File: config.mk
export PLATFORM = sky130hd
export DESIGN_NAME = capsc_card_flat
export DESIGN_NICKNAME = d
export VERILOG_FILES = /design/src/rtl/capsc_pkg.sv /design/src/rtl/capsc_if.sv /design/src/rtl/capsc_card.sv /design/src/flat_wrapper.sv
export VERILOG_INCLUDE_DIRS = /design/src /design/src/rtl
export SDC_FILE = /design/constraint.sdc
export NUM_CORES = 1
export LEC_CHECK = 0
export ABC_CLOCK_PERIOD_IN_PS = 3350
export BUFFER_PORTS_ARGS = -buffer_cell sky130_fd_sc_hd__buf_2
export CORE_MARGIN = 3
export CORE_UTILIZATION = 52
export CTS_BUF_LIST = sky130_fd_sc_hd__clkbuf_8
export CTS_CLUSTER_SIZE = 12
export DETAILED_ROUTE_END_ITERATION = 7
export GPL_TIMING_DRIVEN = 1
export MAX_ROUTING_LAYER = met4
export PLACE_DENSITY_LB_ADDON = 0.15
export SLEW_MARGIN = 5
export SYNTH_ARGS = -nofsm -noshare
export SYNTH_HDL_FRONTEND = slang
export SYNTH_SLANG_ARGS = --single-unit
File: constraint.sdc
create_clock -name clk -period 3.35 [get_ports clk]
set_input_delay 0.5025 -clock clk [delete_from_list [all_inputs] [get_ports clk]]
set_output_delay 0.5025 -clock clk [all_outputs]
set_load 0.05 [all_outputs]
File: src/rtl/capsc_cfg.svh
`ifndef CAPSC_CFG_SVH
`define CAPSC_CFG_SVH
`define CAPSC_PARAM_UNUSED 8'h00
`define CAPSC_LC_MAX 8'hff
`define CAPSC_LE_FULL 9'h100
`define CAPSC_SW1_OK 8'h90
`define CAPSC_SW1_PEND 8'h91
`define CAPSC_SW1_SESS 8'h92
`define CAPSC_SW1_BUSY 8'h93
`define CAPSC_SW1_WARN 8'h62
`define CAPSC_SW1_WARN2 8'h63
`define CAPSC_SW1_EXEC_KEEP 8'h64
`define CAPSC_SW1_EXEC_CHG 8'h65
`define CAPSC_SW1_LEN 8'h67
`define CAPSC_SW1_CLAF 8'h68
`define CAPSC_SW1_NALLOW 8'h69
`define CAPSC_SW1_PARAM 8'h6a
`define CAPSC_SW1_P1P2 8'h6b
`define CAPSC_SW1_INS 8'h6d
`define CAPSC_SW1_CLA 8'h6e
`define CAPSC_SW1_TECH 8'h6f
`define CAPSC_SW2_NONE 8'h00
`define CAPSC_SW2_MEM 8'h81
`define CAPSC_SW2_EOF 8'h82
`define CAPSC_SW2_INVAL 8'h83
`define CAPSC_SW2_TERM 8'h85
`define CAPSC_SW2_MORE 8'hf1
`define CAPSC_SW2_MORE_PEND 8'hf2
`define CAPSC_SW2_RESP 8'hf3
`define CAPSC_SW2_RETRY 4'hc
`define CAPSC_SW2_CHAN 8'h81
`define CAPSC_SW2_SM 8'h82
`endif

File: src/rtl/capsc_pkg.sv
package capsc_pkg;
	typedef logic [7:0] capsc_byte_t;
	// Outcome chosen by the application for one command
	typedef enum logic [4:0] {
		CAPSC_OK = 5'h00,
		CAPSC_OK_PEND = 5'h01,
		CAPSC_OK_SESS = 5'h02,
		CAPSC_BUSY = 5'h03,
		CAPSC_WARN_NONE = 5'h04,
		CAPSC_WARN_CORRUPT = 5'h05,
		CAPSC_WARN_EOF = 5'h06,
		CAPSC_WARN_INVAL = 5'h07,
		CAPSC_WARN_TERM = 5'h08,
		CAPSC_MORE_AVAIL = 5'h09,
		CAPSC_MORE_AVAIL_PEND = 5'h0a,
		CAPSC_RESP_AVAIL = 5'h0b,
		CAPSC_MORE_EXP = 5'h0c,
		CAPSC_MORE_EXP_PEND = 5'h0d,
		CAPSC_RETRY = 5'h0e,
		CAPSC_EXEC_KEEP = 5'h0f,
		CAPSC_EXEC_CHG = 5'h10,
		CAPSC_EXEC_MEM = 5'h11,
		CAPSC_LEN = 5'h12,
		CAPSC_P1P2 = 5'h13,
		CAPSC_TECH = 5'h14,
		CAPSC_CLAF = 5'h15,
		CAPSC_NALLOW = 5'h16,
		CAPSC_PARAM = 5'h17
	} capsc_outcome_e;
endpackage

File: src/rtl/capsc_if.sv
`timescale 1ns/1ps
// Byte link between terminal and card, one byte per valid/ready beat
interface capsc_if;
	logic [7:0] cmd_data;
	logic cmd_valid;
	logic cmd_ready;
	logic [7:0] rsp_data;
	logic rsp_valid;
	logic rsp_ready;
	logic rsp_last;
	modport card(input cmd_data, input cmd_valid, output cmd_ready,
		output rsp_data, output rsp_valid, input rsp_ready,
		output rsp_last);
	modport term(output cmd_data, output cmd_valid, input cmd_ready,
		input rsp_data, input rsp_valid, output rsp_ready,
		input rsp_last);
endinterface

File: src/rtl/capsc_card.sv
`timescale 1ns/1ps
`include "capsc_cfg.svh"
module capsc_card (
	input wire logic clk,
	input wire logic rst,
	capsc_if.card link,
	// Command layout announced with the header
	input wire logic has_lc,
	input wire logic has_le,
	output logic [7:0] cla,
	output logic [7:0] ins,
	output logic [7:0] p1,
	output logic [7:0] p2,
	output logic [7:0] lc,
	output logic [7:0] le,
	output logic hdr_valid,
	output logic [7:0] cmd_byte,
	output logic cmd_byte_valid,
	// Application verdict on the header
	input wire logic cla_ok,
	input wire logic cla_chan_ok,
	input wire logic cla_sm_ok,
	input wire logic ins_ok,
	input wire logic p1p2_ok,
	input wire logic toolkit_busy,
	// Application result after the data field
	input wire logic done,
	input wire capsc_pkg::capsc_outcome_e outcome,
	input wire logic [7:0] detail,
	input wire logic [8:0] rsp_len,
	input wire logic [7:0] rsp_byte,
	output logic rsp_byte_take,
	output logic busy
);

	typedef enum logic [6:0] {
		S_HDR = 7'b0000001,
		S_LC = 7'b0000010,
		S_DATA = 7'b0000100,
		S_LE = 7'b0001000,
		S_EXEC = 7'b0010000,
		S_RDATA = 7'b0100000,
		S_SW = 7'b1000000
	} capsc_state_e;

	capsc_state_e st_q;
	logic [1:0] hcnt_q;
	logic [8:0] cnt_q;
	logic [7:0] sw1_q;
	logic [7:0] sw2_q;
	logic sw_sel_q;
	logic [8:0] rlen_q;
	logic early_q;
	logic beat;
	logic out_beat;

	function automatic logic [15:0] code(input capsc_pkg::capsc_outcome_e o,
		input logic [7:0] d, input logic [8:0] n);
		logic [15:0] r;
		r = {`CAPSC_SW1_OK, `CAPSC_SW2_NONE};
		unique case (o)
		capsc_pkg::CAPSC_OK: r = {`CAPSC_SW1_OK, `CAPSC_SW2_NONE};
		capsc_pkg::CAPSC_OK_PEND: r = {`CAPSC_SW1_PEND, d};
		capsc_pkg::CAPSC_OK_SESS: r = {`CAPSC_SW1_SESS, d};
		capsc_pkg::CAPSC_BUSY: r = {`CAPSC_SW1_BUSY, `CAPSC_SW2_NONE};
		capsc_pkg::CAPSC_WARN_NONE: r = {`CAPSC_SW1_WARN, `CAPSC_SW2_NONE};
		capsc_pkg::CAPSC_WARN_CORRUPT: r = {`CAPSC_SW1_WARN, `CAPSC_SW2_MEM};
		capsc_pkg::CAPSC_WARN_EOF: r = {`CAPSC_SW1_WARN, `CAPSC_SW2_EOF};
		capsc_pkg::CAPSC_WARN_INVAL: r = {`CAPSC_SW1_WARN, `CAPSC_SW2_INVAL};
		capsc_pkg::CAPSC_WARN_TERM: r = {`CAPSC_SW1_WARN, `CAPSC_SW2_TERM};
		capsc_pkg::CAPSC_MORE_AVAIL: r = {`CAPSC_SW1_WARN, `CAPSC_SW2_MORE};
		capsc_pkg::CAPSC_MORE_AVAIL_PEND:
			r = {`CAPSC_SW1_WARN, `CAPSC_SW2_MORE_PEND};
		capsc_pkg::CAPSC_RESP_AVAIL: r = {`CAPSC_SW1_WARN, `CAPSC_SW2_RESP};
		capsc_pkg::CAPSC_MORE_EXP: r = {`CAPSC_SW1_WARN2, `CAPSC_SW2_MORE};
		capsc_pkg::CAPSC_MORE_EXP_PEND:
			r = {`CAPSC_SW1_WARN2, `CAPSC_SW2_MORE_PEND};
		capsc_pkg::CAPSC_RETRY:
			r = {`CAPSC_SW1_WARN2, `CAPSC_SW2_RETRY, d[3:0]};
		capsc_pkg::CAPSC_EXEC_KEEP:
			r = {`CAPSC_SW1_EXEC_KEEP, `CAPSC_SW2_NONE};
		capsc_pkg::CAPSC_EXEC_CHG: r = {`CAPSC_SW1_EXEC_CHG, `CAPSC_SW2_NONE};
		capsc_pkg::CAPSC_EXEC_MEM: r = {`CAPSC_SW1_EXEC_CHG, `CAPSC_SW2_MEM};
		capsc_pkg::CAPSC_LEN: r = {`CAPSC_SW1_LEN, d};
		capsc_pkg::CAPSC_P1P2: r = {`CAPSC_SW1_P1P2, `CAPSC_SW2_NONE};
		capsc_pkg::CAPSC_TECH: r = {`CAPSC_SW1_TECH, d};
		capsc_pkg::CAPSC_CLAF: r = {`CAPSC_SW1_CLAF, d};
		capsc_pkg::CAPSC_NALLOW: r = {`CAPSC_SW1_NALLOW, d};
		capsc_pkg::CAPSC_PARAM: r = {`CAPSC_SW1_PARAM, d};
		default: r = {`CAPSC_SW1_TECH, `CAPSC_SW2_NONE};
		endcase
		// Pending length is the response length, not the caller's detail
		if (o == capsc_pkg::CAPSC_OK_PEND) begin
			r[7:0] = n[7:0];
		end
		return r;
	endfunction

	assign beat = link.cmd_valid && link.cmd_ready;
	assign out_beat = link.rsp_valid && link.rsp_ready;
	assign link.cmd_ready = (st_q == S_HDR) || (st_q == S_LC) ||
		(st_q == S_DATA) || (st_q == S_LE);
	assign link.rsp_valid = (st_q == S_RDATA) || (st_q == S_SW);
	assign link.rsp_data = (st_q == S_RDATA) ? rsp_byte :
		(sw_sel_q ? sw2_q : sw1_q);
	assign link.rsp_last = (st_q == S_SW) && sw_sel_q;
	assign rsp_byte_take = (st_q == S_RDATA) && out_beat;
	assign cmd_byte = link.cmd_data;
	assign cmd_byte_valid = (st_q == S_DATA) && beat;
	assign busy = (st_q != S_HDR);

	////////////////////////////////////////////////////////////////////////
	// Header capture
	always_ff @(posedge clk or posedge rst) begin
		if (rst) begin
			cla <= `CAPSC_PARAM_UNUSED;
			ins <= `CAPSC_PARAM_UNUSED;
			p1 <= `CAPSC_PARAM_UNUSED;
			p2 <= `CAPSC_PARAM_UNUSED;
			lc <= `CAPSC_PARAM_UNUSED;
			le <= `CAPSC_PARAM_UNUSED;
			hcnt_q <= 2'h0;
		end else if (beat) begin
			if (st_q == S_HDR) begin
				unique case (hcnt_q)
				2'h0: cla <= link.cmd_data;
				2'h1: ins <= link.cmd_data;
				2'h2: p1 <= link.cmd_data;
				2'h3: p2 <= link.cmd_data;
				endcase
				hcnt_q <= hcnt_q + 2'h1;
				// Fresh command, absent lengths read as zero
				if (hcnt_q == 2'h0) begin
					lc <= `CAPSC_PARAM_UNUSED;
					le <= `CAPSC_PARAM_UNUSED;
				end
			end
			if (st_q == S_LC) begin
				lc <= link.cmd_data;
			end
			if (st_q == S_LE) begin
				le <= link.cmd_data;
			end
		end
	end

	assign hdr_valid = (st_q == S_EXEC);

	////////////////////////////////////////////////////////////////////////
	// Sequencing
	always_ff @(posedge clk or posedge rst) begin
		if (rst) begin
			st_q <= S_HDR;
			cnt_q <= 9'h000;
			early_q <= 1'b0;
		end else begin
			unique case (st_q)
			S_HDR: if (beat && hcnt_q == 2'h3) begin
				st_q <= has_lc ? S_LC : (has_le ? S_LE : S_EXEC);
				early_q <= 1'b0;
			end
			S_LC: if (beat) begin
				cnt_q <= {1'b0, link.cmd_data};
				if (link.cmd_data == 8'h00) begin
					// Zero Lc is outside 1..255: wrong length
					early_q <= 1'b1;
					st_q <= has_le ? S_LE : S_EXEC;
				end else begin
					st_q <= S_DATA;
				end
			end
			S_DATA: if (beat) begin
				cnt_q <= cnt_q - 9'h001;
				if (cnt_q == 9'h001) begin
					st_q <= has_le ? S_LE : S_EXEC;
				end
			end
			S_LE: if (beat) begin
				st_q <= S_EXEC;
			end
			S_EXEC: if (!cla_ok || !cla_chan_ok || !cla_sm_ok || !ins_ok ||
				!p1p2_ok || toolkit_busy || early_q || done) begin
				st_q <= (rlen_d_nonzero() ? S_RDATA : S_SW);
				cnt_q <= rlen_d();
			end
			S_RDATA: if (out_beat) begin
				cnt_q <= cnt_q - 9'h001;
				if (cnt_q == 9'h001) begin
					st_q <= S_SW;
				end
			end
			S_SW: if (out_beat && sw_sel_q) begin
				st_q <= S_HDR;
			end
			default: st_q <= S_HDR;
			endcase
		end
	end

	////////////////////////////////////////////////////////////////////////
	// Status choice and response length
	function automatic logic app_path();
		return cla_ok && cla_chan_ok && cla_sm_ok && ins_ok && p1p2_ok &&
			!toolkit_busy && !early_q;
	endfunction

	function automatic logic [8:0] rlen_d();
		logic [8:0] cap;
		cap = (le == 8'h00) ? `CAPSC_LE_FULL : {1'b0, le};
		if (!app_path() || !has_le) begin
			return 9'h000;
		end
		return (rsp_len > cap) ? cap : rsp_len;
	endfunction

	function automatic logic rlen_d_nonzero();
		return rlen_d() != 9'h000;
	endfunction

	always_ff @(posedge clk or posedge rst) begin
		if (rst) begin
			sw1_q <= `CAPSC_SW1_OK;
			sw2_q <= `CAPSC_SW2_NONE;
			sw_sel_q <= 1'b0;
			rlen_q <= 9'h000;
		end else begin
			if (st_q == S_EXEC) begin
				sw_sel_q <= 1'b0;
				rlen_q <= rlen_d();
				// First failing check wins
				if (!cla_ok) begin
					{sw1_q, sw2_q} <= {`CAPSC_SW1_CLA, `CAPSC_SW2_NONE};
				end else if (!cla_chan_ok) begin
					{sw1_q, sw2_q} <= {`CAPSC_SW1_CLAF, `CAPSC_SW2_CHAN};
				end else if (!cla_sm_ok) begin
					{sw1_q, sw2_q} <= {`CAPSC_SW1_CLAF, `CAPSC_SW2_SM};
				end else if (!ins_ok) begin
					{sw1_q, sw2_q} <= {`CAPSC_SW1_INS, `CAPSC_SW2_NONE};
				end else if (!p1p2_ok) begin
					{sw1_q, sw2_q} <= {`CAPSC_SW1_P1P2, `CAPSC_SW2_NONE};
				end else if (early_q) begin
					{sw1_q, sw2_q} <= {`CAPSC_SW1_LEN, `CAPSC_SW2_NONE};
				end else if (toolkit_busy) begin
					{sw1_q, sw2_q} <= {`CAPSC_SW1_BUSY, `CAPSC_SW2_NONE};
				end else begin
					{sw1_q, sw2_q} <= code(outcome, detail, rsp_len);
				end
			end else if (st_q == S_SW && out_beat) begin
				sw_sel_q <= 1'b1;
			end
		end
	end

endmodule

File: src/flat_wrapper.sv
// flat-port wrapper written by rule: the top's interface ports become plain ports
module capsc_card_flat 
  (clk, rst, has_lc, has_le, cla, ins, p1, p2, lc, le, hdr_valid, cmd_byte, cmd_byte_valid, cla_ok, cla_chan_ok, cla_sm_ok, ins_ok, p1p2_ok, toolkit_busy, done, outcome, detail, rsp_len, rsp_byte, rsp_byte_take, busy, link_cmd_data, link_cmd_valid, link_cmd_ready, link_rsp_data, link_rsp_valid, link_rsp_ready, link_rsp_last);
  capsc_if link_i ();
  input wire logic clk;
  input wire logic rst;
  input wire logic has_lc;
  input wire logic has_le;
  output logic [7:0] cla;
  output logic [7:0] ins;
  output logic [7:0] p1;
  output logic [7:0] p2;
  output logic [7:0] lc;
  output logic [7:0] le;
  output logic hdr_valid;
  output logic [7:0] cmd_byte;
  output logic cmd_byte_valid;
  input wire logic cla_ok;
  input wire logic cla_chan_ok;
  input wire logic cla_sm_ok;
  input wire logic ins_ok;
  input wire logic p1p2_ok;
  input wire logic toolkit_busy;
  input wire logic done;
  input wire capsc_pkg::capsc_outcome_e outcome;
  input wire logic [7:0] detail;
  input wire logic [8:0] rsp_len;
  input wire logic [7:0] rsp_byte;
  output logic rsp_byte_take;
  output logic busy;
  input wire logic [$bits(link_i.cmd_data)-1:0] link_cmd_data;
  input wire logic [$bits(link_i.cmd_valid)-1:0] link_cmd_valid;
  output wire logic [$bits(link_i.cmd_ready)-1:0] link_cmd_ready;
  output wire logic [$bits(link_i.rsp_data)-1:0] link_rsp_data;
  output wire logic [$bits(link_i.rsp_valid)-1:0] link_rsp_valid;
  input wire logic [$bits(link_i.rsp_ready)-1:0] link_rsp_ready;
  output wire logic [$bits(link_i.rsp_last)-1:0] link_rsp_last;
  assign link_i.cmd_data = link_cmd_data;
  assign link_i.cmd_valid = link_cmd_valid;
  assign link_cmd_ready = link_i.cmd_ready;
  assign link_rsp_data = link_i.rsp_data;
  assign link_rsp_valid = link_i.rsp_valid;
  assign link_i.rsp_ready = link_rsp_ready;
  assign link_rsp_last = link_i.rsp_last;
  capsc_card u_core (.clk(clk), .rst(rst), .link(link_i), .has_lc(has_lc), .has_le(has_le), .cla(cla), .ins(ins), .p1(p1), .p2(p2), .lc(lc), .le(le), .hdr_valid(hdr_valid), .cmd_byte(cmd_byte), .cmd_byte_valid(cmd_byte_valid), .cla_ok(cla_ok), .cla_chan_ok(cla_chan_ok), .cla_sm_ok(cla_sm_ok), .ins_ok(ins_ok), .p1p2_ok(p1p2_ok), .toolkit_busy(toolkit_busy), .done(done), .outcome(outcome), .detail(detail), .rsp_len(rsp_len), .rsp_byte(rsp_byte), .rsp_byte_take(rsp_byte_take), .busy(busy));
endmodule
==> results of run 1 <==
[flip-flops by register name (all words and copies together), names as in the netlist]
name	count
u_core.sw_sel_q	1
u_core.sw1_q	6
u_core.p2	8
u_core.cla	8
u_core.le	8
u_core.cnt_q	9
u_core.early_q	1
u_core.sw2_q	8
u_core.lc	8
u_core.p1	8
u_core.st_q	7
u_core.ins	8
u_core.hcnt_q	2
[layout make-up]
type	count	area [um2]	share of cell area, %
multi-input cells	417	2680	46.10
flip-flops and latches	82	2054	35.34
repair buffers	123	633.1	10.89
well taps	129	161.4	2.777
clock buffers	9	123.9	2.131
inverters	22	83.83	1.442
clock inverters	7	76.32	1.313
[cell families after synthesis]
family,Yosys count,synth area share [%]
compound gates,128,16.88
flops,82,40.99
fa+ha+maj,15,3.744
buf+inv,61,5.642
simple gates,224,21.99
xor+xnor,6,1.048
mux,44,9.710
[metrics by stage]
step | hold WS, ns | power (mW)
after floorplan | 0.4385 | 4.229
after global placement | 0.4595 | 4.922
after detailed placement | 0.4662 | 5.007
after CTS | 0.2292 | 5.745
after global routing | 0.2488 | 6.076
final | 0.2123 | 5.740
[repair_timing]
action | in CTS | in global routing
endpoints found under the setup margin | 0 | 7
endpoints found under the hold margin | 0 | 0
gates resized for setup | 0 | 1
[worst max-delay path, stage by stage, from the launching register on]
cell and delay (ns):
dfrtp_1 0.44, or4_1 0.68, inv_1 0.13, nand3_2 0.32, a21oi_1 0.26, buf_2 0.29
[worst paths after layout]
check,depth (start not counted),slack (ns),start,endpoint
max reg2reg,9,0.54,u_core.le[0],u_core.st_q[5]
max,5,0.36,u_core.st_q[3],link_rsp_data[3]
min,3,0.21,rst,u_core.st_q[6]
max in group asynchronous,3,2.80,rst,u_core.le[1]
min reg2reg,2,0.49,u_core.sw1_q[0],u_core.sw1_q[0]
min in group clk,2,0.34,done,u_core.st_q[4]
[per-layer routing]
layer  global-route usage (%)  vias to the layer above  wire (um)
met5                        -                        -          0
met3                    3.600                       15        835
met4                    7.312                        0        200
li1                         -                     2212          -
met1                    36.70                     2231       6450
met2                    41.18                      170       6461
[layout by cell type, fill, tap and decap left out, types with 5 or more instances in the layout]
cell / netlist / routed
a21oi_1: 37 / 37
a22o_1: 10 / 10
a31oi_1: 13 / 13
and2_1: 7 / 7
buf_2: 6 / 121
clkbuf_8: 0 / 9
dfrtp_1: 80 / 80
ha_1: 15 / 15
inv_1: 21 / 20
mux2_2: 35 / 35
mux2i_1: 7 / 7
nand2_1: 66 / 66
nand2b_1: 5 / 5
nand3_1: 25 / 24
nor2_1: 52 / 52
nor2b_1: 10 / 10
nor3_1: 14 / 14
nor4_1: 9 / 9
o21ai_0: 22 / 22
o31ai_1: 6 / 6
or3_1: 6 / 6
or4_1: 5 / 5
xnor2_1: 5 / 5
[power by group through the flow]
stage                     Sequential (mW)  Clock [mW]  Combinational, mW
after floorplan                      2.55           0               1.68
after global placement               1.69           0               3.23
after detailed placement             1.71           0               3.30
after CTS                            1.70       0.746               3.30
after global routing                 1.76       0.786               3.53
final                                1.71       0.730               3.30
==> metrics.md, run 1 <==
| Metric | Value |
|---|---|
| Status | `finished, final reports clean` |
| Vias/cell | `5.866` |
| CP Class | `flop to output pin` |
| Synth area leaders | `dfrtp_1 40%, mux2_2 7.9%, nand2_1 4.9%` |
| FILL cells | `between 800 and 900` |
| Fmax | `~0.33 GHz` |
| Clock tree buffer depth | `2` |
| RePlAce Congestion | `about 0.94` |
| Remaining antenna violation count | `0` |
| Total wire length | `approximately 14 mm` |
| Pwr/cell area | `987.4 nW/um2` |
| H-tree Lvls | `3` |
| Ys flop type | `dfrtp_1` |
| First-pass iteration count of the detailed router | `6` |
| Combinational power share | `roughly 58%` |
| Die H | `around 100 um` |
| CP startpoint kind | `flop` |
| Residual DRC | `0` |
| Tcrit/Tclk final | `a little under 90%` |
| Final Max Slew Viols | `0` |
| Design Area, Final | `about 5800 um2` |
| Layout area overhead | `15.98%` |
| Die area | `~11000 um2` |
| Syn Area/Cell | `between 8 and 9 um2` |
| Layout Utilization | `62.61%` |
| Clock group share of total power | `12.7%` |
| CTS tree | `done` |
| Measured slew at the worst slew-check pin | `0.6518 ns` |
| Pin count of the biggest net entering global routing | `83` |
| Initial antenna violation count | `0` |
| Cell count after synthesis | `between 500 and 600` |
| Post-placement cell count | `773` |
| Area leader, netlist | `dfrtp_1` |
| # diodes | `0` |
| Ys async rst share | `100.0%` |
| CTS clk-pin slew, worst paths | `0.09 ns` |
| Worst-skew pair later-pin latency | `between 0.3 and 0.4 ns` |
| CP Data Required Time | `2.85 ns` |
| CP arrival | `2.49 ns` |
| Setup TNS | `0 ns` |
| #FFs+latches synth | `82` |
| Post-CTS Setup Bufs | `0` |
| CP Max Fanout | `20` |
| Pint | `2.674 mW` |
| # hold bufs at CTS | `0` |
| Leak pwr | `2.757 nW` |
| Final Non-Filler Cells | `roughly 800` |
| Worst slew margin | `between 50% and 60%` |
| Final net count | `721` |
| Dpl cell area | `~5600 um2` |
| Vias | `~4600` |
| Clock Skew | `0.01431 ns` |
| Post-route minimum period | `2.991 ns` |
| FP Rows | `35` |
| VDD IR-drop max | `about 0.9 mV` |
| Inserted Clock Buffers | `9` |
| Max Cap Viol | `0` |
| Port bufs | `approximately 120` |
| First-pass GRT wire length | `22.78 mm` |
| Worst Setup End Kind | `output pin` |
| Sequential area share after synthesis | `between 40% and 50%` |
| Vias in the first global route | `roughly 4400` |
| Total track usage | `26.48%` |
| Sinks on Clock Net | `82` |
| Top Ports | `~120` |
| Endpoints failing hold | `0` |
| Root Buffer | `clkbuf_8` |
| Grt ovf | `0` |
| Die width | `about 100 um` |
| Setup WS post-layout | `~0.36 ns` |
| Total nets after synthesis | `between 600 and 700` |
| Sw Ratio | `a little over half` |
| Post-Syn Area | `~5000 um2` |
| RSZ-0062 raised after global routing | `false` |
| Count leader, synth | `dfrtp_1` |
| Layout cells sized above 1 | `28.48%` |
| Min-Delay Path Class | `input pin to async pin` |
| Distinct cell type count after synthesis | `67` |
| YS warnings | `0` |
| Commonest cells in the netlist | `80 x dfrtp_1, 66 x nand2_1, 52 x nor2_1` |
| Synth top area share | `between 30% and 40%` |
| Core area | `just over 9000 um2` |
| Place WS | `0.5582 ns` |
| Initial core utilization | `53.99%` |
| Post-detail-place hpwl | `about 10 mm` |
| Post-synth EDFFs | `0` |
| Seq pwr share | `29.7%` |
| Total net switching power | `~3.1 mW` |
| Routed len/inst | `roughly 18 um` |
| Final setup viols | `0` |
| DRT iter0 DRCs | `approximately 330` |
Power figures use the tool's default switching activity.
==> run 2: changes to the inputs <==
CORE_UTILIZATION = 35   (was 52)
==> run 2 against run 1 <==
Against the previous run:
- global-route usage shrank 6.8 points
- largest power group unchanged
- register-to-register slack worse by 0.05 ns
- hold slack improved by 0.035 ns
- critical path type unchanged
==> metrics.md, run 2 (synthesis gave the netlist of run 1 again) <==
| Metric | Value |
|---|---|
| Most frequent cells in the layout | `121 x buf_2, 80 x dfrtp_1, 66 x nand2_1, 52 x nor2_1, 37 x a21oi_1` |
| Clock tree buffer depth | `2` |
| Pin count of the biggest net entering global routing | `44` |
| FP Rows | `43` |
| Root Buffer | `clkbuf_8` |
| Vias/cell | `approximately 5.5` |
| Worst R2R End | `u_core.st_q[5]` |
| Capture point of the worst path | `link_rsp_data[2]` |
| Worst Setup End Kind | `output pin` |
| Combinational power share | `roughly 57%` |
| RePlAce Congestion | `0.8886` |
| DRT iter0 DRCs | `262` |
| Die H | `between 100 and 150 um` |
| # diodes | `0` |
| Setup TNS | `0 ns` |
| Vias in the first global route | `~4500` |
| Core area | `approximately 14000 um2` |
| Top Ports | `122` |
| CP startpoint kind | `flop` |
| Met1 Wirelength | `roughly 6.6 mm` |
| Sinks on Clock Net | `just over 80` |
| Max Cap Viol | `0` |
| Die width | `~130 um` |
| Final Power | `roughly 5.8 mW` |
| Vias | `around 4600` |
| # hold bufs at CTS | `0` |
| R2r startpoint | `u_core.le[1]` |
| CTS tree | `done` |
| Fmax | `approximately 0.34 GHz` |
| Seq pwr share | `29.3%` |
| Die area | `15790 um2` |
| Pint | `approximately 2.8 mW` |
| Measured slew at the worst slew-check pin | `0.7820 ns` |
| Tcrit/Tclk final | `between 80% and 90%` |
| H-tree Lvls | `3` |
| Leading cell type in the layout, fill and taps excluded | `buf_2` |
| Initial antenna violation count | `0` |
| Critical-path cell list | `or4_1 -> inv_1 -> nand3_2 -> a21oi_1 -> buf_2` |
| CP Data Required Time | `~2.9 ns` |
| Worst slew margin | `47.81%` |
| CP Launch Point | `u_core.st_q[3]` |
| Remaining antenna violation count | `0` |
| First-pass GRT wire length | `approximately 24 mm` |
| Layout area overhead | `17.52%` |
| Total track usage | `around a fifth` |
| Crit-path slowest cell | `or4_1` |
| Endpoints failing hold | `0` |
| Status | `finished, final reports clean` |
| Routed len/inst | `between 15 and 20 um` |
| Top reg by flops | `u_core.cnt_q` |
| Critical Path Max Stage Delay | `a little under 0.7 ns` |
| Multi-input gate area | `2680 um2` |
| Total net switching power | `about 3.0 mW` |
| Worst reg2reg setup slack | `roughly 0.49 ns` |
| Port bufs | `between 100 and 150` |
| VDD IR-drop max | `0.6020 mV` |
| Initial core utilization | `35.97%` |
| CTS clk-pin slew, worst paths | `0.09 ns` |
| CP Class | `flop to output pin` |
| Sw Ratio | `52.24%` |
| CP arrival | `around 2.5 ns` |
| Clock group share of total power | `13.8%` |
| Residual DRC | `0` |
| Top sig layer | `met4` |
| Final setup viols | `0` |
| R2r worst-path depth | `9` |
| Met3 wire len | `~1000 um` |
| Leak pwr | `about 2.8 nW` |
| Pwr/cell area | `around 1000 nW/um2` |
| Total wire length | `between 10 and 15 mm` |
| CP Max Fanout | `20` |
| Layout cells sized above 1 | `between 20% and 30%` |
| Post-detail-place hpwl | `roughly 11 mm` |
| Worst-skew pair later-pin latency | `between 0.3 and 0.4 ns` |
| Final Max Slew Viols | `0` |
| Grt ovf | `0` |
| Final net count | `about 720` |
| FILL cells | `~1400` |
| Post-route minimum period | `between 2 and 3 ns` |
| Min-Delay Path Class | `input pin to async pin` |
| Reg area | `between 2000 and 2500 um2` |
| Inserted Clock Buffers | `9` |
| RSZ-0062 raised after global routing | `false` |
| Max reg flops | `9` |
| Clock Skew | `roughly 0.0071 ns` |
| First-pass iteration count of the detailed router | `5` |
| Routed wl met2 | `7.106 mm` |
-- run 2: changes by cell type in the layout (fill, tap and decap cells not counted), sizes merged --
cell / change
buf: +1
bufinv: +1
clkbuf: +2
clkinv: -2
inv: -1
-- run 2: cell type report --
class	count	area share, %
Clock buffer	11	2.570
Tap cell	180	3.823
Inverter	22	1.423
Clock inverter	5	1.147
Timing Repair Buffer	124	10.66
Sequential cell	82	34.88
Multi-Input combinational cell	417	45.50
-- run 2: through the flow --
stage	utilization [%]	cells	setup WS, ns	cell area, um2	hold slack (ns)
after floorplan	-	560	0.4612	5012	0.4385
after global placement	40.67	825	0.5928	5667	0.4575
after detailed placement	40.67	825	0.5449	5667	0.4641
after CTS	42.24	841	0.1472	5886	0.2612
after global routing	42.27	841	0.1944	5891	0.2988
final	42.27	841	0.3955	5891	0.2474
-- run 2: power groups by stage --
stage,registers [mW],clock network (mW),logic (mW)
final,1.70,0.798,3.30
after CTS,1.70,0.827,3.32
after detailed placement,1.71,0,3.31
after global placement,1.70,0,3.29
after floorplan,2.55,0,1.68
after global routing,1.76,0.871,3.56
-- run 2: worst min path at each step --
stage               startpoint              end  slack [ns]
2_1_floorplan  u_core.sw2_q[0]  u_core.sw2_q[0]        0.44
3_3_place_gp   u_core.sw2_q[0]  u_core.sw2_q[0]        0.46
3_5_place_dp   u_core.sw2_q[0]  u_core.sw2_q[0]        0.46
4_1_cts                    rst    u_core.cla[6]        0.26
5_1_grt                    rst  u_core.cnt_q[1]        0.30
6_report                   rst     u_core.lc[3]        0.25
-- run 2: timing repair --
action,in CTS,in global routing
gates resized for setup,0,1
endpoints found under the setup margin,0,7
buffers inserted,0,0
-- run 2: worst max-delay path: cells and delay by family, from the launching register on --
kind	cells	cell delay [ns]
AOI/OAI and AO/OA	1	0.24
and+or+nand+nor	2	1.00
buffers and inverters	2	0.40
DFF	1	0.43
-- run 2: layer usage --
| metal | GRT usage, % | vias up |
|---|---|---|
| met1 | 25.73 | 2240 |
| met4 | 4.911 | 0 |
| li1 | - | 2212 |
| met2 | 30.49 | 171 |
| met5 | - | - |
| met3 | 5.301 | 24 |
==> run 3: changes to the inputs <==
ABC_AREA = 0   (was unset)
REMOVE_ABC_BUFFERS = 1   (was unset)
==> run 3 against run 2 <==
Against the previous run:
- register-to-register slack better by 0.03 ns
- critical endpoint is now link_rsp_data[4]
- die area unchanged
- sequential cell count unchanged
- routed wire length down 1.7%
- largest power group unchanged
- hold slack worse by 0.032 ns
- via count decreased by 0.52%
==> metrics.md, run 3 (synthesis gave the netlist of run 1 again) <==
| Metric | Value |
|---|---|
| Status | `finished, final reports clean` |
| Clock Skew | `~0.0082 ns` |
| Leading cell type in the layout, fill and taps excluded | `buf_2` |
| H-tree Lvls | `3` |
| Min-Delay Path Class | `input pin to async pin` |
| RePlAce Congestion | `0.9561` |
| Die area | `~16000 um2` |
| Fmax | `around 0.35 GHz` |
| Final Max Slew Viols | `0` |
| Routed wl met2 | `6.808 mm` |
| Post-CTS Setup Bufs | `0` |
| Setup WS post-layout | `between 0.5 and 0.6 ns` |
| Post-placement cell count | `between 800 and 900` |
| Final Non-Filler Cells | `~840` |
| Top reg by flops | `u_core.cnt_q` |
| VDD IR-drop max | `roughly 0.67 mV` |
| Post-route minimum period | `2.843 ns` |
| Met1 Wirelength | `between 6 and 7 mm` |
| Layout area overhead | `17.00%` |
| Worst reg2reg setup slack | `0.52 ns` |
| Final setup viols | `0` |
| FILL cells | `about 1400` |
| Design Area, Final | `just under 6000 um2` |
| # hold bufs at CTS | `0` |
| First-pass GRT wire length | `around 24 mm` |
| CP startpoint kind | `flop` |
| Layout cells sized above 1 | `roughly 28%` |
| Total track usage | `about a fifth` |
| First-pass iteration count of the detailed router | `4` |
| Port bufs | `approximately 120` |
| Residual DRC | `0` |
| CP Data Required Time | `2.85 ns` |
| RSZ-0062 raised after global routing | `false` |
| Worst R2R End | `u_core.st_q[5]` |
| Pin count of the biggest net entering global routing | `83` |
| Remaining antenna violation count | `0` |
| CP Max Fanout | `20` |
| Measured slew at the worst slew-check pin | `~0.71 ns` |
| # resized after CTS | `0` |
| CP Class | `flop to output pin` |
| Endpoints failing hold | `0` |
| R2r startpoint | `u_core.le[5]` |
| DRT iter0 DRCs | `399` |
| Top Ports | `roughly 120` |
| Routed len/inst | `between 15 and 20 um` |
| Final net count | `just over 700` |
| Clock tree buffer depth | `2` |
| Most frequent cells in the layout | `121 x buf_2, 80 x dfrtp_1, 66 x nand2_1, 52 x nor2_1, 37 x a21oi_1` |
| Met3 wire len | `between 800 and 900 um` |
| Vias in the first global route | `4461` |
| Crit-path slowest cell | `or4_1` |
| Critical Path Max Stage Delay | `0.70 ns` |
| Vias/cell | `between 5 and 6` |
| Initial core utilization | `a little over a third` |
| Dpl cell area | `around 5700 um2` |
| Post-detail-place hpwl | `between 10 and 15 mm` |
| Tcrit/Tclk final | `84.87%` |
| Total wire length | `roughly 15 mm` |
| Place WS | `0.5727 ns` |
| Top sig layer | `met4` |
| Worst Setup End Kind | `output pin` |
| Vias | `approximately 4600` |
| CTS clk-pin slew, worst paths | `roughly 0.090 ns` |
| Die H | `around 130 um` |
| # diodes | `0` |
| Core area | `13930 um2` |
| CP arrival | `roughly 2.3 ns` |
| Critical-path cell list | `or4_1 -> inv_1 -> nand3_1 -> buf_4 -> a21oi_1 -> buf_2` |
| FP Rows | `43` |
| Leak pwr | `roughly 2.8 nW` |
| Setup TNS | `0 ns` |
| Pwr/cell area | `around 970 nW/um2` |
| CTS tree | `done` |
| Grt ovf | `0` |
| Inserted Clock Buffers | `9` |
| Final Power | `about 5.7 mW` |
| Sinks on Clock Net | `82` |
| Root Buffer | `clkbuf_8` |
| Worst slew margin | `a little over half` |
| Initial antenna violation count | `0` |
| R2r worst-path depth | `9` |
| Max Cap Viol | `0` |
| Max reg flops | `9` |
| Die width | `around 130 um` |
| Worst-skew pair later-pin latency | `0.38 ns` |
run 3: stage by stage:
stage	utilization (%)	hold slack [ns]
3_3_place_gp	40.76	0.4524
2_1_floorplan	-	0.4385
3_5_place_dp	40.76	0.4598
4_1_cts	42.08	0.2170
5_1_grt	42.08	0.2196
6_report	42.08	0.2151
run 3: worst max path at each step:
stage	endpoint	start	depth (start not counted)	slack, ns
3_3_place_gp	u_core.st_q[5]	u_core.le[1]	9	0.62
3_5_place_dp	u_core.st_q[5]	u_core.le[5]	9	0.57
4_1_cts	link_rsp_data[4]	u_core.st_q[3]	6	0.50
6_report	link_rsp_data[4]	u_core.st_q[3]	6	0.51
5_1_grt	link_rsp_valid	u_core.st_q[3]	6	0.37
2_1_floorplan	link_rsp_data[0]	u_core.st_q[3]	4	0.47
run 3: cell type report:
class	instances	area [um2]	share of cell area, %
clock buffer	9	123.9	2.112
clock inverter	7	61.31	1.045
inverter	22	83.83	1.429
multi-input combinational	417	2675	45.62
sequential	82	2054	35.03
tap	180	225.2	3.840
timing repair buffer	124	640.6	10.92
run 3: report_power, final:
group	total (mW)	internal, mW	switching [mW]	leakage [nW]
registers	1.72	1.40	0.323	1.02
clock network	0.700	0.285	0.415	0.0940
logic	3.29	0.981	2.30	1.64
total	5.71	2.66	3.04	2.75
run 3: routing by layer:
metal / track usage (%) / up-vias
li1: - / 2219
met1: 26.70 / 2238
met2: 29.36 / 143
met3: 4.156 / 23
met4: 6.122 / 0
met5: - / -
run 3: critical path: cells and delay by family, from the launching register on:
family / cells / cell delay, ns
buffers and inverters: 3 / 0.61
AOI/OAI and AO/OA: 1 / 0.15
DFF: 1 / 0.44
and+or+nand+nor: 2 / 0.77
